--- config.mk ---
export PLATFORM = sky130hd
export DESIGN_NAME = gcrc_top
export DESIGN_NICKNAME = d
export VERILOG_FILES = /design/src/core/gcrc_pkg.sv /design/src/core/gcrc_crc_step.sv /design/src/core/gcrc_fifo.sv /design/src/core/gcrc_top.sv
export VERILOG_INCLUDE_DIRS = /design/src /design/src/core
export SDC_FILE = /design/constraint.sdc
export NUM_CORES = 1
export LEC_CHECK = 0
export ABC_AREA = 1
export BUFFER_PORTS_ARGS = -buffer_cell sky130_fd_sc_hd__buf_2
export CAP_MARGIN = 20
export CORE_ASPECT_RATIO = 0.6
export CORE_MARGIN = 2
export CORE_UTILIZATION = 44
export DETAILED_ROUTE_END_ITERATION = 8
export HOLD_SLACK_MARGIN = 0.06
export PLACE_DENSITY = 0.62
export SLEW_MARGIN = 10
export SYNTH_ARGS = -nofsm -noshare
export SYNTH_HDL_FRONTEND = slang
export SYNTH_SLANG_ARGS = --single-unit
--- constraint.sdc ---
create_clock -name clk -period 2.7 [get_ports clk]
set_clock_uncertainty 0.05 [all_clocks]
set_input_delay 0.135 -clock clk [delete_from_list [all_inputs] [get_ports clk]]
set_output_delay 0.135 -clock clk [all_outputs]
set_load 0.005 [all_outputs]
--- src/core/gcrc_cfg.svh ---
// register offsets, field positions, codes and reset values of the crc unit
`ifndef GCRC_CFG_SVH
`define GCRC_CFG_SVH

`define GCRC_ADDR_BREV     8'h96
`define GCRC_ADDR_AUX      8'hA2
`define GCRC_ADDR_PORT     8'hB6
`define GCRC_ADDR_FMODE    8'hE5
`define GCRC_ADDR_ADRH     8'hE6
`define GCRC_ADDR_ADRL     8'hE7
`define GCRC_ADDR_BOUND    8'hE8
`define GCRC_ADDR_CMD      8'hE9

`define GCRC_SEL_SEED_LO   2'b00
`define GCRC_SEL_SEED_HI   2'b01
`define GCRC_SEL_RSVD      2'b10
`define GCRC_SEL_DATA      2'b11
`define GCRC_AUX_SEL_LSB   4
`define GCRC_AUX_DPTR_BIT  0

`define GCRC_CMD_FIRST     8'h46
`define GCRC_CMD_SECOND    8'hB9

`define GCRC_MODE_STANDBY  8'h00
`define GCRC_MODE_RD       8'h01
`define GCRC_MODE_PROG     8'h02
`define GCRC_MODE_ERASE    8'h03
`define GCRC_MODE_PGP_WR   8'h04
`define GCRC_MODE_PGP_RD   8'h05
`define GCRC_MODE_AUTO     8'h80
`define GCRC_MODE_INC_RD   8'h81
`define GCRC_MODE_INC_PROG 8'h82

`define GCRC_POLY          16'h1021
`define GCRC_END_LOW       9'h1FF
`define GCRC_RST_BYTE      8'h00
`define GCRC_RST_CRC       16'h0000

`endif

--- src/core/gcrc_pkg.sv ---
// types shared by the crc unit
package gcrc_pkg;

  typedef enum logic [1:0] {FS_IDLE, FS_ISSUE, FS_WAIT, FS_DRAIN} gcrc_fsm_t;

  typedef enum logic [3:0] {
    FM_STANDBY, FM_BYTE_READ, FM_BYTE_PROG, FM_PAGE_ERASE, FM_PGP_WRITE,
    FM_PGP_READ, FM_AUTO_CRC, FM_INC_READ, FM_INC_PROG, FM_RESERVED
  } gcrc_fmode_t;

  typedef struct packed {
    logic [15:0] crc;
    logic [1:0]  sel;
    logic        dptr;
    logic [7:0]  brev;
    logic [7:0]  mode;
    logic [7:0]  adrh;
    logic [7:0]  adrl;
    logic [6:0]  bound;
    logic        armed;
    gcrc_fsm_t   fsm;
    logic [15:0] addr;
    logic [7:0]  rdata;
  } gcrc_state_t;

endpackage : gcrc_pkg

--- src/core/gcrc_crc_step.sv ---
// one byte of crc16 folding, msb first, no reflection, no final inversion
`timescale 1ns/1ps
`include "gcrc_cfg.svh"
module gcrc_crc_step #(
  parameter logic [15:0] POLY = `GCRC_POLY
) (
  input  wire logic [15:0] crc_in,
  input  wire logic [7:0]  data_in,
  output logic [15:0]      crc_out
);
  always_comb
  begin
    logic [15:0] c;
    c = crc_in ^ {data_in, 8'h00};
    for (int i = 0; i < 8; i++)
      c = c[15] ? ((c << 1) ^ POLY) : (c << 1);
    crc_out = c;
  end
endmodule : gcrc_crc_step

--- src/core/gcrc_fifo.sv ---
// small valid/ready fifo between the flash reader and the crc datapath
`timescale 1ns/1ps
module gcrc_fifo #(
  parameter int WIDTH = 8,
  parameter int DEPTH = 4
) (
  input  wire logic             clk,
  input  wire logic             rst_b,
  input  wire logic             in_valid,
  output logic                  in_ready,
  input  wire logic [WIDTH-1:0] in_data,
  output logic                  out_valid,
  input  wire logic             out_ready,
  output logic [WIDTH-1:0]      out_data
);
  localparam int AW = (DEPTH > 1) ? $clog2(DEPTH) : 1;

  // depth is expected to be a power of two so the pointers wrap naturally
  typedef struct packed {
    logic [DEPTH-1:0][WIDTH-1:0] mem;
    logic [AW-1:0]               wp;
    logic [AW-1:0]               rp;
    logic [AW:0]                 cnt;
  } gcrc_fifo_t;

  gcrc_fifo_t s;
  gcrc_fifo_t next_s;
  logic       push;
  logic       pop;

  assign in_ready  = (s.cnt != (AW+1)'(DEPTH));
  assign out_valid = (s.cnt != '0);
  assign out_data  = s.mem[s.rp];
  assign push      = in_valid && in_ready;
  assign pop       = out_valid && out_ready;

  always_comb
  begin
    next_s = s;
    if (push)
    begin
      next_s.mem[s.wp] = in_data;
      next_s.wp        = AW'(s.wp + 1'b1);
    end
    if (pop)
      next_s.rp = AW'(s.rp + 1'b1);
    if (push && !pop)
      next_s.cnt = (AW+1)'(s.cnt + 1'b1);
    else if (pop && !push)
      next_s.cnt = (AW+1)'(s.cnt - 1'b1);
  end

  always_ff @(posedge clk or negedge rst_b)
  begin
    if (!rst_b)
      s <= '0;
    else
      s <= next_s;
  end
endmodule : gcrc_fifo

--- src/core/gcrc_top.sv ---
// crc16 unit with seed/data port, flash auto-read path and bit-reverse register
// What this block does
// - remainder uses the sixteen-bit generator 0x1021.
// - every byte written as data input folds into the remainder, back to back.
// - seed high and low bytes overwrite the current remainder.
// - port writes route by select: 00 seed low, 01 seed high, 11 data, 10 ignored.
// - port reads give result low for 00, high for 01, zero otherwise.
// - select field sits in bits 5..4 of the auxiliary control register.
// - a second path feeds bytes read from flash into the remainder.
// - pass starts at address high/low, ends at boundary followed by nine ones.
// - only 0x46 then 0xB9 written to the command register starts the pass, and only with flash mode 0x80 set.
// - flash mode register decodes the listed operation codes, others reserved.
// - bit-reverse register reads back the last written byte mirrored.
`timescale 1ns/1ps
`include "gcrc_cfg.svh"

module gcrc_top
  import gcrc_pkg::*;
#(
  parameter int FIFO_DEPTH = 4
) (
  input  wire logic        clk,
  input  wire logic        rst_b,
  input  wire logic [7:0]  sfr_addr,
  input  wire logic        sfr_wr,
  input  wire logic        sfr_rd,
  input  wire logic [7:0]  sfr_wdata,
  output logic [7:0]       sfr_rdata,
  output logic             flash_req,
  output logic [15:0]      flash_addr,
  input  wire logic        flash_rvalid,
  input  wire logic [7:0]  flash_rdata,
  output logic             flash_crc_busy,
  output gcrc_fmode_t      flash_mode,
  output logic             dptr_sel
);
  gcrc_state_t s;
  gcrc_state_t next_s;

  logic        wr_port;
  logic        wr_cmd;
  logic        cpu_fold;
  logic        fifo_in_valid;
  logic        fifo_in_ready;
  logic        fifo_out_valid;
  logic        fifo_out_ready;
  logic [7:0]  fifo_out_data;
  logic        fold;
  logic [7:0]  fold_byte;
  logic [15:0] fold_crc;
  logic [15:0] end_addr;
  logic        start_pass;

  assign wr_port  = sfr_wr && (sfr_addr == `GCRC_ADDR_PORT);
  assign wr_cmd   = sfr_wr && (sfr_addr == `GCRC_ADDR_CMD);
  assign cpu_fold = wr_port && (s.sel == `GCRC_SEL_DATA);
  assign end_addr = {s.bound, `GCRC_END_LOW};

  // a processor write to the port owns the remainder this cycle; the flash
  // byte waits in the fifo, so neither source is lost
  assign fifo_out_ready = !wr_port;
  assign fold           = cpu_fold || (fifo_out_valid && fifo_out_ready);
  assign fold_byte      = cpu_fold ? sfr_wdata : fifo_out_data;

  assign start_pass = wr_cmd && s.armed && (sfr_wdata == `GCRC_CMD_SECOND)
                      && (s.mode == `GCRC_MODE_AUTO) && (s.fsm == FS_IDLE);

  assign flash_req      = (s.fsm == FS_ISSUE) && fifo_in_ready;
  assign fifo_in_valid  = (s.fsm == FS_WAIT) && flash_rvalid;
  assign flash_addr     = s.addr;
  assign flash_crc_busy = (s.fsm != FS_IDLE);
  assign sfr_rdata      = s.rdata;
  assign dptr_sel       = s.dptr;

  gcrc_crc_step #(
    .POLY    (`GCRC_POLY)
  ) u_step (
    .crc_in  (s.crc),
    .data_in (fold_byte),
    .crc_out (fold_crc)
  );

  gcrc_fifo #(
    .WIDTH     (8),
    .DEPTH     (FIFO_DEPTH)
  ) u_fifo (
    .clk       (clk),
    .rst_b     (rst_b),
    .in_valid  (fifo_in_valid),
    .in_ready  (fifo_in_ready),
    .in_data   (flash_rdata),
    .out_valid (fifo_out_valid),
    .out_ready (fifo_out_ready),
    .out_data  (fifo_out_data)
  );

  always_comb
  begin
    unique case (s.mode)
      `GCRC_MODE_STANDBY:  flash_mode = FM_STANDBY;
      `GCRC_MODE_RD:       flash_mode = FM_BYTE_READ;
      `GCRC_MODE_PROG:     flash_mode = FM_BYTE_PROG;
      `GCRC_MODE_ERASE:    flash_mode = FM_PAGE_ERASE;
      `GCRC_MODE_PGP_WR:   flash_mode = FM_PGP_WRITE;
      `GCRC_MODE_PGP_RD:   flash_mode = FM_PGP_READ;
      `GCRC_MODE_AUTO:     flash_mode = FM_AUTO_CRC;
      `GCRC_MODE_INC_RD:   flash_mode = FM_INC_READ;
      `GCRC_MODE_INC_PROG: flash_mode = FM_INC_PROG;
      default:             flash_mode = FM_RESERVED;
    endcase
  end

  always_comb
  begin
    next_s = s;
    if (fold)
      next_s.crc = fold_crc;
    if (wr_port && (s.sel == `GCRC_SEL_SEED_LO))
      next_s.crc[7:0] = sfr_wdata;
    if (wr_port && (s.sel == `GCRC_SEL_SEED_HI))
      next_s.crc[15:8] = sfr_wdata;
    if (sfr_wr)
    begin
      unique case (sfr_addr)
        `GCRC_ADDR_BREV:  next_s.brev  = {<<{sfr_wdata}};
        `GCRC_ADDR_AUX:
        begin
          next_s.sel = sfr_wdata[`GCRC_AUX_SEL_LSB +: 2];
          next_s.dptr = sfr_wdata[`GCRC_AUX_DPTR_BIT];
        end
        `GCRC_ADDR_FMODE: next_s.mode  = sfr_wdata;
        `GCRC_ADDR_ADRH:  next_s.adrh  = sfr_wdata;
        `GCRC_ADDR_ADRL:  next_s.adrl  = sfr_wdata;
        `GCRC_ADDR_BOUND: next_s.bound = sfr_wdata[6:0];
        `GCRC_ADDR_CMD:   next_s.armed = (sfr_wdata == `GCRC_CMD_FIRST);
        default:          next_s.armed = s.armed;
      endcase
    end
    if (sfr_rd)
    begin
      unique case (sfr_addr)
        `GCRC_ADDR_BREV:  next_s.rdata = s.brev;
        `GCRC_ADDR_AUX:   next_s.rdata = {2'b00, s.sel, 3'b000, s.dptr};
        `GCRC_ADDR_PORT:
          unique case (s.sel)
            `GCRC_SEL_SEED_LO: next_s.rdata = s.crc[7:0];
            `GCRC_SEL_SEED_HI: next_s.rdata = s.crc[15:8];
            default:           next_s.rdata = `GCRC_RST_BYTE;
          endcase
        `GCRC_ADDR_FMODE: next_s.rdata = s.mode;
        `GCRC_ADDR_ADRH:  next_s.rdata = s.adrh;
        `GCRC_ADDR_ADRL:  next_s.rdata = s.adrl;
        `GCRC_ADDR_BOUND: next_s.rdata = {1'b0, s.bound};
        default:          next_s.rdata = `GCRC_RST_BYTE;
      endcase
    end
    unique case (s.fsm)
      FS_IDLE:
        if (start_pass)
        begin
          next_s.addr = {s.adrh, s.adrl};
          next_s.fsm  = FS_ISSUE;
        end
      FS_ISSUE:
        if (fifo_in_ready)
          next_s.fsm = FS_WAIT;
      FS_WAIT:
        if (flash_rvalid)
        begin
          if (s.addr == end_addr)
            next_s.fsm = FS_DRAIN;
          else
          begin
            next_s.addr = 16'(s.addr + 1'b1);
            next_s.fsm  = FS_ISSUE;
          end
        end
      FS_DRAIN:
        if (!fifo_out_valid)
          next_s.fsm = FS_IDLE;
    endcase
  end

  always_ff @(posedge clk or negedge rst_b)
  begin
    if (!rst_b)
      s <= '0;
    else
      s <= next_s;
  end
endmodule : gcrc_top

; After elaboration in Yosys (flattened, before gate mapping)
; Cells that the tools add are included.
[op_classes]
n_addsub = 5
magnitude_cmp = 3
eq_ne = 30
mux = 30
n_bitwise = 9
n_reduce_logical = 38
[ops]
columns = cell, count
row1 = $mux W13, 8
row2 = $eq A8 B8 Y1 const B, 12
row3 = $pmux W8 S7, 1
row4 = $mux W8, 5
row5 = $mux W18, 2
row6 = $pmux W4 S9, 1
row7 = $bwmux W32, 1
row8 = $mux W16, 2
row9 = $pmux W16 S2, 1
row10 = $not A3 Y3, 8
row11 = $add A16 B1 Y16 const B, 1
row12 = $bmux W8 S2, 1
row13 = $demux W8 S2, 1
row14 = $eq A16 B16 Y1, 1
row15 = $eq A8 B2 Y1 const B, 2
row16 = $eq A8 B3 Y1 const B, 2
row17 = $logic_and A1 B1 Y1, 16
row18 = $pmux W8 S2, 1
row19 = $xor A16 B16 Y16, 1
row20 = $reduce_and A2 Y1, 7
row21 = $ne A2 B2 Y1 const B, 5
row22 = $reduce_bool A2 Y1, 5
row23 = $eq A8 B1 Y1 const B, 1
row24 = $eq A8 B7 Y1 const B, 1
row25 = other kinds (17), 29
[totals]
regBits = 124
input_bits = 29
wordCells = 135

; Logic depth before layout (Yosys ltp)
[depth]
depth_word = 23
mapped_depth = 16

; Hierarchy
; Synthesis repeated with hierarchy kept, for this count alone.
[hier_totals]
hier_cells = 1120
hier_area_um2 = 7870.0
[by_module_without_submodules]
columns = module, instances, cells_each, area_each_um2, seq_area_each_um2
row1 = gcrc_top, 1, 757, 5356.4, 2127.0
row2 = gcrc_fifo, 1, 248, 2021.9, 975.9
row3 = gcrc_crc_step, 1, 115, 491.7, 0.0

; Worst setup path before layout
; OpenSTA, ideal clock, no wires.
[synth_timing]
kind = register -> register
start = register s[25] (netlist bit)
end = register u_fifo.s[2] (netlist bit)
arrival_time_ps = 1898
path_slack_ps = 621
stages_incl_launch_ff = 12
path_buffers = 1
path_cell_list = dfrtp_1 > inv_1 > nor2_1 > buf_4 > nand2_1 > nor2_4 > ha_1 > inv_1 > fa_1 > a21oi_1 > o21ai_0 > xor2_1
[synth_via]
elab_chain_cells = 6
word_cells_on_any_way = 8
cone_classes = 1 x eq/ne / 1 x mux / 6 x reduce/logical
[synth_rtl]
columns = item, line_no
row1 = from (decl), gcrc_top.sv:37  ; gcrc_state_t s;
row2 = from (signal assigned), gcrc_top.sv:189  ; s <= next_s;
row3 = $eq A2 B2 Y1 *, gcrc_top.sv:69  ; assign fifo_in_valid = (s.fsm == FS_WAIT) && flash_rvalid;
row4 = $logic_and A1 B1 Y1 *, gcrc_top.sv:69
row5 = $logic_and A1 B1 Y1 *, gcrc_fifo.sv:34  ; assign push = in_valid && in_ready;
row6 = via u_fifo.push, gcrc_fifo.sv:28  ; logic push;
row7 = $logic_not A1 Y1, gcrc_fifo.sv:49  ; else if (pop && !push)
row8 = $logic_and A1 B1 Y1, gcrc_fifo.sv:49
row9 = $reduce_bool A2 Y1 (no source line), --
row10 = to (signal assigned), gcrc_fifo.sv:58  ; s <= next_s;
row11 = to (decl), gcrc_fifo.sv:26  ; gcrc_fifo_t s;
; Mark *: on every way through the listed nets, which the timed path passes. The rest lies on a longest branch.
; A chain may end at the register's enable or synchronous reset.

; Final worst setup path
[layout_timing]
start = register s[55] (netlist bit)
end = register s (netlist bit flash_addr[4])
[layout_via]
elab_chain_cells = 5
[layout_rtl]
columns = item, line_no
row1 = $eq A8 B8 Y1, --
row2 = $logic_and A1 B1 Y1 (2 in series), gcrc_top.sv:65  ; assign start_pass = wr_cmd && s.armed && (sfr_wdata == `GCRC_CMD_SECOND)
row3 = $ne A2 B2 Y1 (no source line), --
row4 = $reduce_and A4 Y1 (no source line), --
; Every way passes these cells.

==> flow_summary.yaml <==
synthesis:
  yosys.area_share.simple: 0.2819
  synthArstFlopShare: 1.000
  yosys.area.top_type: "dfrtp_1"
  ys_top_cells_by_count: "nand2_1 (280), o21ai_0 (137), dfrtp_1 (124)"
  synth-edff-count: 0
  synthTopCellsByArea: "dfrtp_1 (43%), nand2_1 (15%), o21ai_0 (9.5%), inv_1 (5.2%), nand3_1 (4.6%)"
  yosysUniqueCellTypes: 45
  synth-seq-cells: 124
  synth-adder-area-share: 0.01316
  synth_nets: 1005
  yosysMostFrequentCell: "nand2_1"
  muxShareOfSynthArea: 0.006234
  ys_warn_count: 0
  synth.avg_cell_area_um2: 7.457
  synth_compound_area_frac: 0.1513
  synth_top_area_frac: 0.4294
  seq_area_frac_synth: 0.4294
  synthCells: 969
  syn_area_mm2: 0.007226
  synth_top_family_by_area: "simple AND/OR/NAND/NOR gates"
  synth_ff_type: "dfrtp_1"
  synthXorXnorAreaFrac: 0.01818
clock_tree:
  cts_hold_buf: 17
  cts-htree-levels: 4
  insertion_delay_ns: 0.42
  cts_tree: "done"
  postCtsSetupBuffers: 0
  clk_path_buf_depth: 2
  cts_sinks: 124
  clock-root-buffer: "clkbuf_16"
  cts_resized: 0
  cts_buffers: 17
  path_clk_slew_ns: 0.06
timing:
  max_freq_ghz: 0.4215
  layout_min_cycle_time_ns: 2.373
  final_hold_viol_count: 0
  drv_slew: 0
  grt_setup_unrepaired: "false"
  tns_ns: 0
  fin_hold_ws_ns: 0.1263
  tightest_slew_ns: 0.7111
  finalCritPeriodShare: 0.8788
  maxSlewHeadroom: 0.5259
  setup_violations: 0
  timing.final.ws_setup_ns: 0.3274
power:
  total_power_mw: 8.992
  p_per_area_mw_per_mm2: 1071
  leakage_nw: 4.177
  ir_drop_mv: 0.5993
detailed_routing:
  viasPerCell: 5.373
  routed_wirelength_um: 21190
  drt_iter0_drc: 721
  antenna_left: 0
  drc: 2
  avgRoutedWirePerCell_um: 16.90
  dr.pass1.iters: 7
  via_count: 6738
worst_setup_path:
  cp.arrival_ns: 2.63
  cp-end-kind: "flop"
  crit_type: "reg2reg"
  cp_slowest_cell: "dfrtp_1"
  worst_path_largest_cell_delay_ns: 0.40
  crit_fanout: 18
  crit_required_ns: 2.95
  cp_common_cell: "nand2_1"
  cp_cell_sequence: "nor2_1 > nand3_1 > inv_1 > nand3_1 > nor4_1 > nand2_1 > nand2_1 > nand2_1 > nor2_4 > inv_2 > nand2_1 > nand2_1"
  cp-start-kind: "flop"
flow_run:
  drv_cap: 0
placed_design:
  gp_congestion: 0.9273
  pre_cts_ws_ns: 0.4044
  hpwl_um: 15590
  port_buffers: 59
finish:
  layout.area.seq_mm2: 0.003103
  nets: 1068
  multi_input_area_mm2: 0.003402
  nFillCells: 1560
  final_util: 0.5193
  layout-drive-gt1-share: 0.1435
  diodes: 0
  syn2layout_area_growth_pct: 16.23
global_route:
  gr-max-usage-layer: "met1"
  grt_max_degree: 53
  overflow: 0
  grt_pass1_wl_um: 33010
  grt_usage: 0.2495
  use_met2: 0.3196
  antenna_found_initial: 0
  use_met1: 0.4062
  use_met3: 0.06773
  grt_pass1_vias: 5930
hold_path:
  min_path_type: "in2reg"
outcome:
  violations: "DRC"
  outcome: "finished, violations left"
floorplanning:
  die_w_um: 169.4
  row_count: 36
  io_pins: 60
  dieHeight_um: 103.3
  start_util: 0.4468
  dieArea_mm2: 0.01750
  core-area_mm2: 0.01617
[area by class of cell]
class / instances / area share
Inverter: 105 / 0.04693
Tap cell: 209 / 0.03114
Sequential cell: 124 / 0.3695
Timing Repair Buffer: 94 / 0.07330
Multi-Input combinational cell: 690 / 0.4051
Clock buffer: 18 / 0.05229
Clock inverter: 14 / 0.02175
[routing by layer]
metal	up-vias	share of wire
met1	3100	0.52
met5	-	0
met2	329	0.36
met4	0	0.011
met3	27	0.11
li1	3282	-
[critical path: cells and delay by family (launching register included)]
family | cells | cell delay, ns
buffers and inverters | 2 | 0.26
flip-flops | 1 | 0.40
AND/OR/NAND/NOR | 10 | 1.53
[placed cells by master, fill, tap and decap left out, drive strengths merged, types with 3 or more instances in the layout]
cell	count
nor3	10
xor2	13
nand2	295
clkinv	4
mux2	4
dlygate4sd3	17
nand4	13
a21oi	8
ha	6
o22ai	13
clkbuf	18
a22oi	15
nand3	69
dfrtp	124
bufinv	3
buf	77
o31ai	3
nor2	75
o21ai	145
inv	110
[kinds of logic (layout without fill, tap and decap cells)]
group,Yosys count,after routing
buffers and inverters,155,231
multiplexers,4,4
adder cells (fa/ha/maj),7,7
AO/OA/AOI/OAI,197,197
AND/OR/NAND/NOR,467,467
flip-flops,124,124
XOR/XNOR,15,15
[sequential cells by signal, summed over array words and instances (netlist names)]
signal      count
s              53
dptr_sel        1
u_fifo.s       39
end_addr        7
sfr_rdata       8
flash_addr     16
[stage by stage]
step                area (um2)  std cells
floorplan                 7226        969
global placement          7606       1205
detailed placement        7606       1205
CTS                       8398       1254
global route              8398       1254
finish                    8398       1254
[power by group]
part	internal (mW)	switching (mW)
Sequential	2.40	0.437
Combinational	1.28	2.44
Clock	1.50	0.938
[path summary, 6_finish.rpt]
kind                                          start                        end  slack (ns)  depth (start not counted)
min in group asynchronous                     rst_b   u_fifo.s[24]$_DFFE_PN0P_        0.26                          2
hold reg to reg            u_fifo.s[34]$_DFFE_PN0P_   u_fifo.s[34]$_DFFE_PN0P_        0.44                          2
setup reg to reg                  s[55]$_DFFE_PN0P_  flash_addr[4]$_DFFE_PN0P_        0.33                         12
setup / recovery                  s[55]$_DFFE_PN0P_  flash_addr[4]$_DFFE_PN0P_        0.33                         12
hold / removal                               sfr_rd   sfr_rdata[6]$_DFFE_PN0P_        0.13                          3
max in group asynchronous                     rst_b          s[56]$_DFFE_PN0P_        1.52                          3
Note: power is estimated with default switching activity, not from simulation.
